$ cat config.mk
export PLATFORM = sky130hd
export DESIGN_NAME = dab_bridge
export DESIGN_NICKNAME = d
export VERILOG_FILES = /design/src/hw/dab_pkg.sv /design/src/hw/dab_bridge.sv
export SDC_FILE = /design/constraint.sdc
export NUM_CORES = 1
export LEC_CHECK = 0
export BUFFER_PORTS_ARGS = -buffer_cell sky130_fd_sc_hd__buf_4
export CORE_ASPECT_RATIO = 0.7
export CORE_MARGIN = 2
export CORE_UTILIZATION = 61
export CTS_BUF_LIST = sky130_fd_sc_hd__clkbuf_8 sky130_fd_sc_hd__clkbuf_16
export CTS_CLUSTER_DIAMETER = 150
export DETAILED_ROUTE_END_ITERATION = 8
export PLACE_DENSITY = 0.88
export SLEW_MARGIN = 20
export SYNTH_ARGS = -nofsm -noshare
export SYNTH_HDL_FRONTEND = slang
export SYNTH_SLANG_ARGS = --single-unit
export TNS_END_PERCENT = 10
$ cat constraint.sdc
create_clock -name clock -period 2.93 [get_ports clock]
set_clock_uncertainty 0.2 [all_clocks]
set_input_delay 0.586 -clock clock [delete_from_list [all_inputs] [get_ports clock]]
set_output_delay 0.586 -clock clock [all_outputs]
set_load 0.03 [all_outputs]
$ cat src/hw/dab_pkg.sv
// package for the dual branch actuator bus bridge
// assumes a 25 mhz system clock
package dab_pkg;
  localparam int unsigned CLK_HZ = 25000000;
  localparam int unsigned LINK_BAUD = 1200;
  localparam int unsigned BIT_CYCLES = CLK_HZ / LINK_BAUD;
  localparam int unsigned HALF_BIT_CYCLES = BIT_CYCLES / 2;
  localparam int unsigned MAX_SLAVES = 8;
  localparam int unsigned FLASH_REPEATS = 5;
  localparam int unsigned FLASH_ON_MS = 200;
  localparam int unsigned FLASH_OFF_MS = 300;
  localparam int unsigned FLASH_PAUSE_MS = 1500;
  localparam int unsigned REPLY_WAIT_MS = 100;
  localparam int unsigned FLASH_ON_CYCLES = FLASH_ON_MS * (CLK_HZ / 1000);
  localparam int unsigned FLASH_OFF_CYCLES = FLASH_OFF_MS * (CLK_HZ / 1000);
  localparam int unsigned FLASH_PAUSE_CYCLES = FLASH_PAUSE_MS * (CLK_HZ / 1000);
  localparam int unsigned REPLY_WAIT_CYCLES = REPLY_WAIT_MS * (CLK_HZ / 1000);
  localparam logic [3:0] ADDR_CTRL = 4'h0;
  localparam logic [3:0] ADDR_STATUS = 4'h4;
  localparam logic [3:0] ADDR_IRQ_STAT = 4'h8;
  localparam logic [3:0] ADDR_IRQ_MASK = 4'hc;
  localparam logic [7:0] CTRL_RESET = 8'h00;
  localparam logic [7:0] TEST_PROBE = 8'h55;
  typedef enum {DG_IDLE, DG_SEND, DG_WAIT, DG_NEXT, DG_FLASH_ON, DG_FLASH_OFF, DG_PAUSE} dab_diag_t;
endpackage

$ cat src/hw/dab_bridge.sv
// dual branch actuator bus bridge: host serial channels to two actuator branches,
// diagnostic test keys, setting unit switch-over and function leds
// assumes keys, jack detect and serial lines are asynchronous pins; register port on clock
//
// Added by the designer: the strobed register port and the address map.
`timescale 1ns/100ps
`default_nettype none
// Overview of operation
// two branches, eight slaves each
// branches run independently of each other
// one or two host channels serve branches
// branch line runs at 1200 baud
// slaves answer only when polled
// setting unit plugged reroutes branch traffic
// switch-over raises host notice
// diagnostic key tests every branch slave
// failing slave address shown as flashes
// flash sequence repeated five times, paused
// led0 lit when channel1 maps branch b; lit only in swap mode, dark when shared with sel on branch b
// led1 led4 lit while branch off
// led2 led5 lit while transmitting
// led3 led6 lit on any activity
// shared channel alternates between branches
// port1 feeds branch a, port2 branch b
// transaction is instruction then answer
// flash timing fixed by parameters
module dab_bridge
  import dab_pkg::*;
#(
  parameter int unsigned BIT_CYC = BIT_CYCLES,
  parameter int unsigned ON_CYC = FLASH_ON_CYCLES,
  parameter int unsigned OFF_CYC = FLASH_OFF_CYCLES,
  parameter int unsigned PAUSE_CYC = FLASH_PAUSE_CYCLES,
  parameter int unsigned WAIT_CYC = REPLY_WAIT_CYCLES
) (
  input wire logic clock, // system clock
  input wire logic srst, // synchronous reset, high
  input wire logic [3:0] reg_addr, // register byte address
  input wire logic [7:0] reg_wdata, // write data
  input wire logic reg_wr, // write strobe
  input wire logic reg_rd, // read strobe
  output logic [7:0] reg_rdata, // read data, cycle after strobe
  input wire logic host1_txd, // host channel 1 data to device
  output logic host1_rxd, // device data to host channel 1
  input wire logic host2_txd, // host channel 2 data to device
  output logic host2_rxd, // device data to host channel 2
  input wire logic [1:0] br_rx, // branch line receive, a=0 b=1
  output logic [1:0] br_tx, // branch line transmit
  input wire logic [1:0] jack_unit, // setting unit plugged per branch
  output logic [1:0] unit_tx, // traffic rerouted to setting unit
  input wire logic [1:0] unit_rx, // setting unit data back
  input wire logic [1:0] diag_key, // diagnostic keys, pressed high
  output logic [1:0] diag_led, // diagnostic leds
  output logic [6:0] func_led, // function leds 0..6
  output logic host_notice, // switch-over notice level
  output logic irq // interrupt level
);
  localparam int CW = 26; // wide enough for the longest flash pause at the full clock rate
  typedef struct packed {
    logic [1:0] s1_key;
    logic [1:0] s2_key;
    logic [1:0] s1_jk;
    logic [1:0] s2_jk;
    logic [1:0] s1_brx;
    logic [1:0] s2_brx;
    logic [1:0] s1_urx;
    logic [1:0] s2_urx;
    logic s1_h1;
    logic s2_h1;
    logic s1_h2;
    logic s2_h2;
    logic [1:0] key_d, jk_d;
    logic [7:0] ctrl;
    logic [3:0] irq_stat, irq_mask;
    logic [7:0] rdata;
    logic sel; // shared channel current branch
    logic [1:0] act;
  } dab_regs_t;
  typedef struct packed {
    dab_diag_t st;
    logic [2:0] addr;
    logic [2:0] fail_addr;
    logic fail;
    logic [3:0] bitn;
    logic [9:0] sh;
    logic [CW-1:0] cnt;
    logic [3:0] flash_n;
    logic [2:0] rep;
    logic rx_seen;
    logic led;
  } dab_diag_s_t;

  dab_regs_t r_ff, nxt_r;
  dab_diag_s_t d_ff [2];
  dab_diag_s_t nxt_d [2];

  // ctrl bit0 shared channel, bit1 swap, bit2 branch a off, bit3 branch b off
  logic shared, swap;
  logic [1:0] br_off;
  logic [1:0] host_line;
  logic [1:0] diag_busy;
  logic [1:0] diag_txd;
  logic [1:0] to_branch;
  logic [1:0] key_rise;
  logic [1:0] jk_rise;
  logic [1:0] jk_fall;
  logic [1:0] done_ev;

  assign shared = r_ff.ctrl[0];
  assign swap = r_ff.ctrl[1];
  assign br_off = r_ff.ctrl[3:2];

  // test frame: start bit, slave index, probe nibble, stop bit
  function automatic logic [9:0] probe_frame(input logic [2:0] slave);
    probe_frame = {1'b1, TEST_PROBE[7:4], 1'b0, slave, 1'b0};
  endfunction


  // host traffic routed onto each branch
  always_comb begin
    if (shared) begin
      host_line[0] = r_ff.sel ? 1'b1 : r_ff.s2_h1;
      host_line[1] = r_ff.sel ? r_ff.s2_h1 : 1'b1;
    end else if (swap) begin
      host_line[0] = r_ff.s2_h2;
      host_line[1] = r_ff.s2_h1;
    end else begin
      host_line[0] = r_ff.s2_h1;
      host_line[1] = r_ff.s2_h2;
    end
  end

  genvar g;
  generate
    for (g = 0; g < 2; g++) begin : g_br
      assign diag_busy[g] = (d_ff[g].st == DG_SEND) || (d_ff[g].st == DG_WAIT) || (d_ff[g].st == DG_NEXT);
      assign diag_txd[g] = (d_ff[g].st == DG_SEND) ? d_ff[g].sh[0] : 1'b1;
      assign to_branch[g] = br_off[g] ? 1'b1 : (diag_busy[g] ? diag_txd[g] : host_line[g]);
      assign key_rise[g] = r_ff.s2_key[g] & ~r_ff.key_d[g];
      assign jk_rise[g] = r_ff.s2_jk[g] & ~r_ff.jk_d[g];
      assign jk_fall[g] = ~r_ff.s2_jk[g] & r_ff.jk_d[g];
      assign done_ev[g] = (d_ff[g].st == DG_NEXT) && (d_ff[g].addr == 3'h7);
      // each branch has its own sequencer, nothing shared between them
      always_comb begin
        nxt_d[g] = d_ff[g];
        nxt_d[g].cnt = d_ff[g].cnt + CW'(1);
        case (d_ff[g].st)
          DG_IDLE: begin
            nxt_d[g].led = 1'b0;
            if (key_rise[g] && !br_off[g] && !r_ff.s2_jk[g]) begin
              nxt_d[g].st = DG_SEND;
              nxt_d[g].addr = 3'h0;
              nxt_d[g].fail = 1'b0;
              nxt_d[g].bitn = 4'h0;
              nxt_d[g].cnt = '0;
              nxt_d[g].sh = probe_frame(3'h0);
            end
          end

          DG_SEND: begin
            if (d_ff[g].cnt == CW'(BIT_CYC - 1)) begin
              nxt_d[g].cnt = '0;
              nxt_d[g].sh = {1'b1, d_ff[g].sh[9:1]};
              nxt_d[g].bitn = d_ff[g].bitn + 4'h1;
              if (d_ff[g].bitn == 4'h9) begin
                nxt_d[g].st = DG_WAIT;
                nxt_d[g].rx_seen = 1'b0;
              end
            end
          end

          DG_WAIT: begin
            if (!r_ff.s2_brx[g])
              nxt_d[g].rx_seen = 1'b1;
            if (d_ff[g].cnt == CW'(WAIT_CYC - 1)) begin
              nxt_d[g].st = DG_NEXT;
              if (!d_ff[g].rx_seen && !d_ff[g].fail) begin
                nxt_d[g].fail = 1'b1;
                nxt_d[g].fail_addr = d_ff[g].addr;
              end
            end
          end

          DG_NEXT: begin
            nxt_d[g].cnt = '0;
            nxt_d[g].bitn = 4'h0;
            if (d_ff[g].addr == 3'(MAX_SLAVES - 1)) begin
              nxt_d[g].st = d_ff[g].fail ? DG_FLASH_ON : DG_IDLE;
              nxt_d[g].rep = 3'h0;
              nxt_d[g].flash_n = 4'h0;
            end else begin
              nxt_d[g].addr = d_ff[g].addr + 3'h1;
              nxt_d[g].st = DG_SEND;
              nxt_d[g].sh = probe_frame(d_ff[g].addr + 3'h1);
            end
          end

          DG_FLASH_ON: begin
            nxt_d[g].led = 1'b1;
            if (d_ff[g].cnt == CW'(ON_CYC - 1)) begin
              nxt_d[g].cnt = '0;
              nxt_d[g].led = 1'b0;
              nxt_d[g].flash_n = d_ff[g].flash_n + 4'h1;
              nxt_d[g].st = DG_FLASH_OFF;
            end
          end

          DG_FLASH_OFF: begin
            if (d_ff[g].cnt == CW'(OFF_CYC - 1)) begin
              nxt_d[g].cnt = '0;
              // bus address is index plus one
              if (d_ff[g].flash_n == {1'b0, d_ff[g].fail_addr} + 4'h1)
                nxt_d[g].st = DG_PAUSE;
              else
                nxt_d[g].st = DG_FLASH_ON;
            end
          end

          DG_PAUSE: begin
            if (d_ff[g].cnt == CW'(PAUSE_CYC - 1)) begin
              nxt_d[g].cnt = '0;
              nxt_d[g].flash_n = 4'h0;
              nxt_d[g].rep = d_ff[g].rep + 3'h1;
              nxt_d[g].st = (d_ff[g].rep == 3'(FLASH_REPEATS - 1)) ? DG_IDLE : DG_FLASH_ON;
            end
          end

          default: nxt_d[g].st = DG_IDLE;
        endcase
        // led comes on in the first cycle of every flash
        if (nxt_d[g].st == DG_FLASH_ON && d_ff[g].st != DG_FLASH_ON)
          nxt_d[g].led = 1'b1;
        if (srst) begin
          nxt_d[g] = '0;
          nxt_d[g].st = DG_IDLE;
        end
      end
    end
  endgenerate

  always_comb begin
    logic [3:0] ev;
    ev = {done_ev, jk_rise | jk_fall};
    nxt_r = r_ff;
    nxt_r.s1_key = diag_key;
    nxt_r.s2_key = r_ff.s1_key;
    nxt_r.s1_jk = jack_unit;
    nxt_r.s2_jk = r_ff.s1_jk;
    nxt_r.s1_brx = br_rx;
    nxt_r.s2_brx = r_ff.s1_brx;
    nxt_r.s1_urx = unit_rx;
    nxt_r.s2_urx = r_ff.s1_urx;
    nxt_r.s1_h1 = host1_txd;
    nxt_r.s2_h1 = r_ff.s1_h1;
    nxt_r.s1_h2 = host2_txd;
    nxt_r.s2_h2 = r_ff.s1_h2;
    nxt_r.key_d = r_ff.s2_key;
    nxt_r.jk_d = r_ff.s2_jk;
    nxt_r.act = ~to_branch | ~r_ff.s2_brx;
    // shared channel toggles between branches with the host's select write
    nxt_r.rdata = 8'h00;

    if (reg_rd) begin
      case (reg_addr)
        ADDR_CTRL: nxt_r.rdata = r_ff.ctrl;
        ADDR_STATUS: nxt_r.rdata = {2'h0, r_ff.s2_jk, diag_busy, d_ff[1].fail, d_ff[0].fail};
        ADDR_IRQ_STAT: nxt_r.rdata = {4'h0, r_ff.irq_stat};
        ADDR_IRQ_MASK: nxt_r.rdata = {4'h0, r_ff.irq_mask};
        default: nxt_r.rdata = 8'h00;
      endcase
    end

    if (reg_wr) begin
      case (reg_addr)
        ADDR_CTRL: begin
          nxt_r.ctrl = reg_wdata;
          if (reg_wdata[4])
            nxt_r.sel = ~r_ff.sel;
        end
        ADDR_IRQ_STAT: nxt_r.irq_stat = r_ff.irq_stat & ~reg_wdata[3:0];
        ADDR_IRQ_MASK: nxt_r.irq_mask = reg_wdata[3:0];
        default: ;
      endcase
    end

    nxt_r.irq_stat = nxt_r.irq_stat | ev;
    nxt_r.ctrl[7:4] = 4'h0;
    if (srst) begin
      nxt_r = '0;
      nxt_r.ctrl = CTRL_RESET;
      // serial line synchronisers start at the idle level so no false start bit follows reset
      nxt_r.s1_h1 = 1'b1;
      nxt_r.s2_h1 = 1'b1;
      nxt_r.s1_h2 = 1'b1;
      nxt_r.s2_h2 = 1'b1;
      nxt_r.s1_brx = 2'b11;
      nxt_r.s2_brx = 2'b11;
      nxt_r.s1_urx = 2'b11;
      nxt_r.s2_urx = 2'b11;
    end
  end

  always_ff @(posedge clock) begin
    r_ff <= nxt_r;
    d_ff <= nxt_d;
  end

  logic [1:0] from_branch;
  always_comb begin
    for (int i = 0; i < 2; i++) begin
      from_branch[i] = r_ff.s2_jk[i] ? 1'b1 : r_ff.s2_brx[i];
      br_tx[i] = r_ff.s2_jk[i] ? 1'b1 : to_branch[i];
      unit_tx[i] = r_ff.s2_jk[i] ? host_line[i] : 1'b1;
      if (r_ff.s2_jk[i])
        from_branch[i] = r_ff.s2_urx[i];
    end

    if (shared) begin
      host1_rxd = r_ff.sel ? from_branch[1] : from_branch[0];
      host2_rxd = 1'b1;
    end else if (swap) begin
      host1_rxd = from_branch[1];
      host2_rxd = from_branch[0];
    end else begin
      host1_rxd = from_branch[0];
      host2_rxd = from_branch[1];
    end
  end

  assign reg_rdata = r_ff.rdata;
  assign host_notice = |r_ff.s2_jk;
  assign irq = |(r_ff.irq_stat & r_ff.irq_mask);
  assign diag_led = {d_ff[1].led, d_ff[0].led};
  assign func_led[0] = swap & ~shared;
  assign func_led[1] = br_off[0];
  assign func_led[4] = br_off[1];
  assign func_led[2] = ~to_branch[0];
  assign func_led[5] = ~to_branch[1];
  assign func_led[3] = r_ff.act[0];
  assign func_led[6] = r_ff.act[1];
endmodule
`default_nettype wire

==> key figures <==
Status
  • Outcome: finished, violations left
  • Violated checks: setup timing

Timing
  • Final period util: 113%
  • Fin. Hold Viols: 0
  • Highest Clock Rate: 0.301 GHz
  • Min Hold Slack: 0.0791 ns
  • Final WS setup: -0.391 ns
  • Post-layout minimum cycle time: 3.32 ns
  • Worst slew pin tran: 0.804 ns
  • Final setup TNS: -1.25 ns
  • Relative slew slack: 45.9%
  • Final setup vio count: 8
  • Unrepaired setup endpoints after global routing: true
  • Slew Viols, Final: 0

Setup path
  • Reg2reg path depth: 11
  • RR Endpoint: d_ff[104]
  • R2R Setup Slk: -0.01 ns
  • Req. time, crit path: 2.14 ns
  • Worst flop-to-flop path startpoint: d_ff[150]
  • Crit Path Class: reg -> out
  • Startpoint Class: flop
  • Worst Path Arrival: 2.54 ns
  • Crit-path max FO: 2
  • CP Capture Type: output port

Logic synthesis
  • Synth area leader: dfxtp_1
  • Synth top area cells: dfxtp_1 47%, nor2_1 5.9%, xor2_1 3.6%
  • Mapped Cells: 1003
  • Post-synthesis sequential area ratio: 47.5%
  • Post-synth EDFFs: 0
  • Synthesized cell area: 9320 um2
  • Seq cells post-synth: 221
  • Ys async rst share: 0%
  • Netlist cell types: 71
  • Ys Warns: 0
  • Avg Synthesized Cell Area: 9.29 um2
  • Post-synth top area share: 47.5%
  • Dominant synthesized flop cell: dfxtp_1

Hold path
  • Hold Path End: r_ff[32]
  • HP Class: in -> reg
  • Hold path depth: 2
  • HP Start: host2_txd

Clock tree
  • Clock Tree Buf Depth: 3
  • Clock transition at path regs: 0.06 ns
  • CTS root buf: clkbuf_16
  • Num CTS Buffers: 21
  • Worst skew pair latency: 0.49 ns
  • CTS sink cnt: 221
  • TritonCTS clock tree: built
  • H-tree depth: 1

Placed design
  • I/O Buffers: 45
  • DP HPWL: 14600 um
  • Placed Area: 10200 um2
  • GPL Wtd Cong: 0.940
  • Cell count after placement: 1284
  • Dpl ws: 0.0944 ns

Routing
  • Uppermost layer routed: met4
  • Total Wirelength: 22900 um
  • Met2 Routed Length: 10300 um
  • Vias: 7778
  • ANT nets after route: 0
  • Met1 WL: 9890 um
  • Met3 WL: 2270 um
  • Drt first pass iters: 6
  • Vias per cell: 5.86
  • Routed wire length per instance: 17.3 um
  • Residual DRC count: 0
  • Starting DRC count in detailed routing: 935

Die
  • DIE AREA: 16300 um2
  • Floorplan row count: 37
  • Top Ports: 51
  • Core area: 14800 um2
  • Initial Util: 62.9%
  • Die height: 107 um
  • Chip Width: 152 um

Layout
  • Number of diodes: 0
  • Post-route cell area: 11000 um2
  • Fin nets: 1166
  • # fillers: 914
  • Share of cells above drive strength 1: 15.9%
  • Layout area overhead: 18.6%
  • Final std cells w/o fill: 1328
  • Fin util: 74.6%

Global routing
  • Initial antenna violation count: 0
  • Largest net degree at the start of global routing: 62
  • Overall routing resource usage: 27.8%
  • Vias in the first global route: 7361
  • GR Overflow Total: 0
  • First-pass GRT wire length: 36400 um

Pwr
  • Peak VDD IR: 0.000617 V
  • Leak Pwr: 4.38 nW
  • Total power: 5.99 mW
  • Power Density: 543 nW/um2

Run
  • Max-cap violations: 0
[what timing repair did]
item,CTS,global route
setup endpoints to repair,5,44
resized for setup,15,22
cloned,0,0
hold buffers,0,0
setup buffers,2,6
pin swaps,6,15
[worst max-delay path by stage]
| stage | depth (start not counted) | startpoint | slack (ns) | endpoint |
|---|---|---|---|---|
| 5_1_grt | 8 | d_ff[150] | -0.45 | func_led[2] |
| 3_3_place_gp | 8 | d_ff[69] | 0.14 | br_tx[1] |
| 6_report | 8 | d_ff[150] | -0.39 | func_led[2] |
| 3_5_place_dp | 8 | d_ff[148] | 0.09 | func_led[2] |
| 2_1_floorplan | 7 | d_ff[69] | 0.02 | br_tx[1] |
| 4_1_cts | 8 | d_ff[159] | -0.38 | func_led[2] |
[logic make-up after synthesis]
logic type	synth area share [%]
XOR/XNOR	6.77
AO/OA/AOI/OAI	7.76
flip-flops	47.5
multiplexers	3.77
AND/OR/NAND/NOR	27.1
adder cells (fa/ha/maj)	2.69
buffers and inverters	4.34
other	0.0403
[cell usage after synthesis, types with 23 or more instances]
cell,instances
nor2_1,146
and3_1,23
nand4_1,24
a21oi_1,29
mux2i_1,25
nor3_1,34
dfxtp_1,221
xor2_1,38
nor2b_1,29
clkbuf_1,26
inv_1,32
nand3_1,41
nand2_1,56
xnor2_1,34
[worst max-delay path, stage by stage, from the launching register on]
cell,delay [ns]
dfxtp_1,0.31
or4_4,0.55
nor4_4,0.28
and3b_2,0.29
a31oi_4,0.11
o22ai_4,0.17
nand2b_1,0.13
inv_2,0.08
buf_6,0.13
[flip-flops by register name, indices dropped and copies added, names as in the netlist]
signal / cells
func_led: 4
d_ff: 174
diag_led: 2
r_ff: 35
reg_rdata: 6
[routing by layer]
metal	vias up	GRT usage, %
li1	3657	-
met1	3652	38.5
met2	408	43.1
met3	61	7.63
met4	0	7.41
met5	-	0
[power breakdown]
group / leakage (nW) / total, mW / switching, mW / internal (mW)
combinational: 2.22 / 0.206 / 0.123 / 0.0832
clock: 0.355 / 2.68 / 1.09 / 1.58
sequential: 1.81 / 3.11 / 0.0363 / 3.07
total: 4.38 / 5.99 / 1.25 / 4.74
[cell type report]
type / count / area [um2] / area share (%)
well taps: 195 / 244 / 2.21
repair buffers: 88 / 712 / 6.44
clock inverters: 11 / 105 / 0.951
multi-input cells: 756 / 4860 / 44.0
clock buffers: 25 / 581 / 5.26
flip-flops and latches: 221 / 4420 / 40.0
inverters: 32 / 120 / 1.09
[cell usage in the layout (no fill, tap or decap), types with 8 or more instances in the layout]
cell	netlist	layout
dfxtp_1	221	221
nor2_1	146	143
buf_4	16	80
conb_1	1	60
nand2_1	56	56
nand3_1	41	40
xor2_1	38	38
inv_1	32	34
xnor2_1	34	34
nor3_1	34	32
nor2b_1	29	28
a21oi_1	29	28
mux2i_1	25	25
nand4_1	24	24
and3_1	23	22
clkbuf_16	0	21
ha_1	20	20
or2_2	15	15
nor4_1	17	14
a22oi_1	12	12
nand2b_1	12	11
a211oi_1	9	9
nor4b_1	9	8
or3_1	9	8
Note: power is estimated with default switching activity, not from simulation.
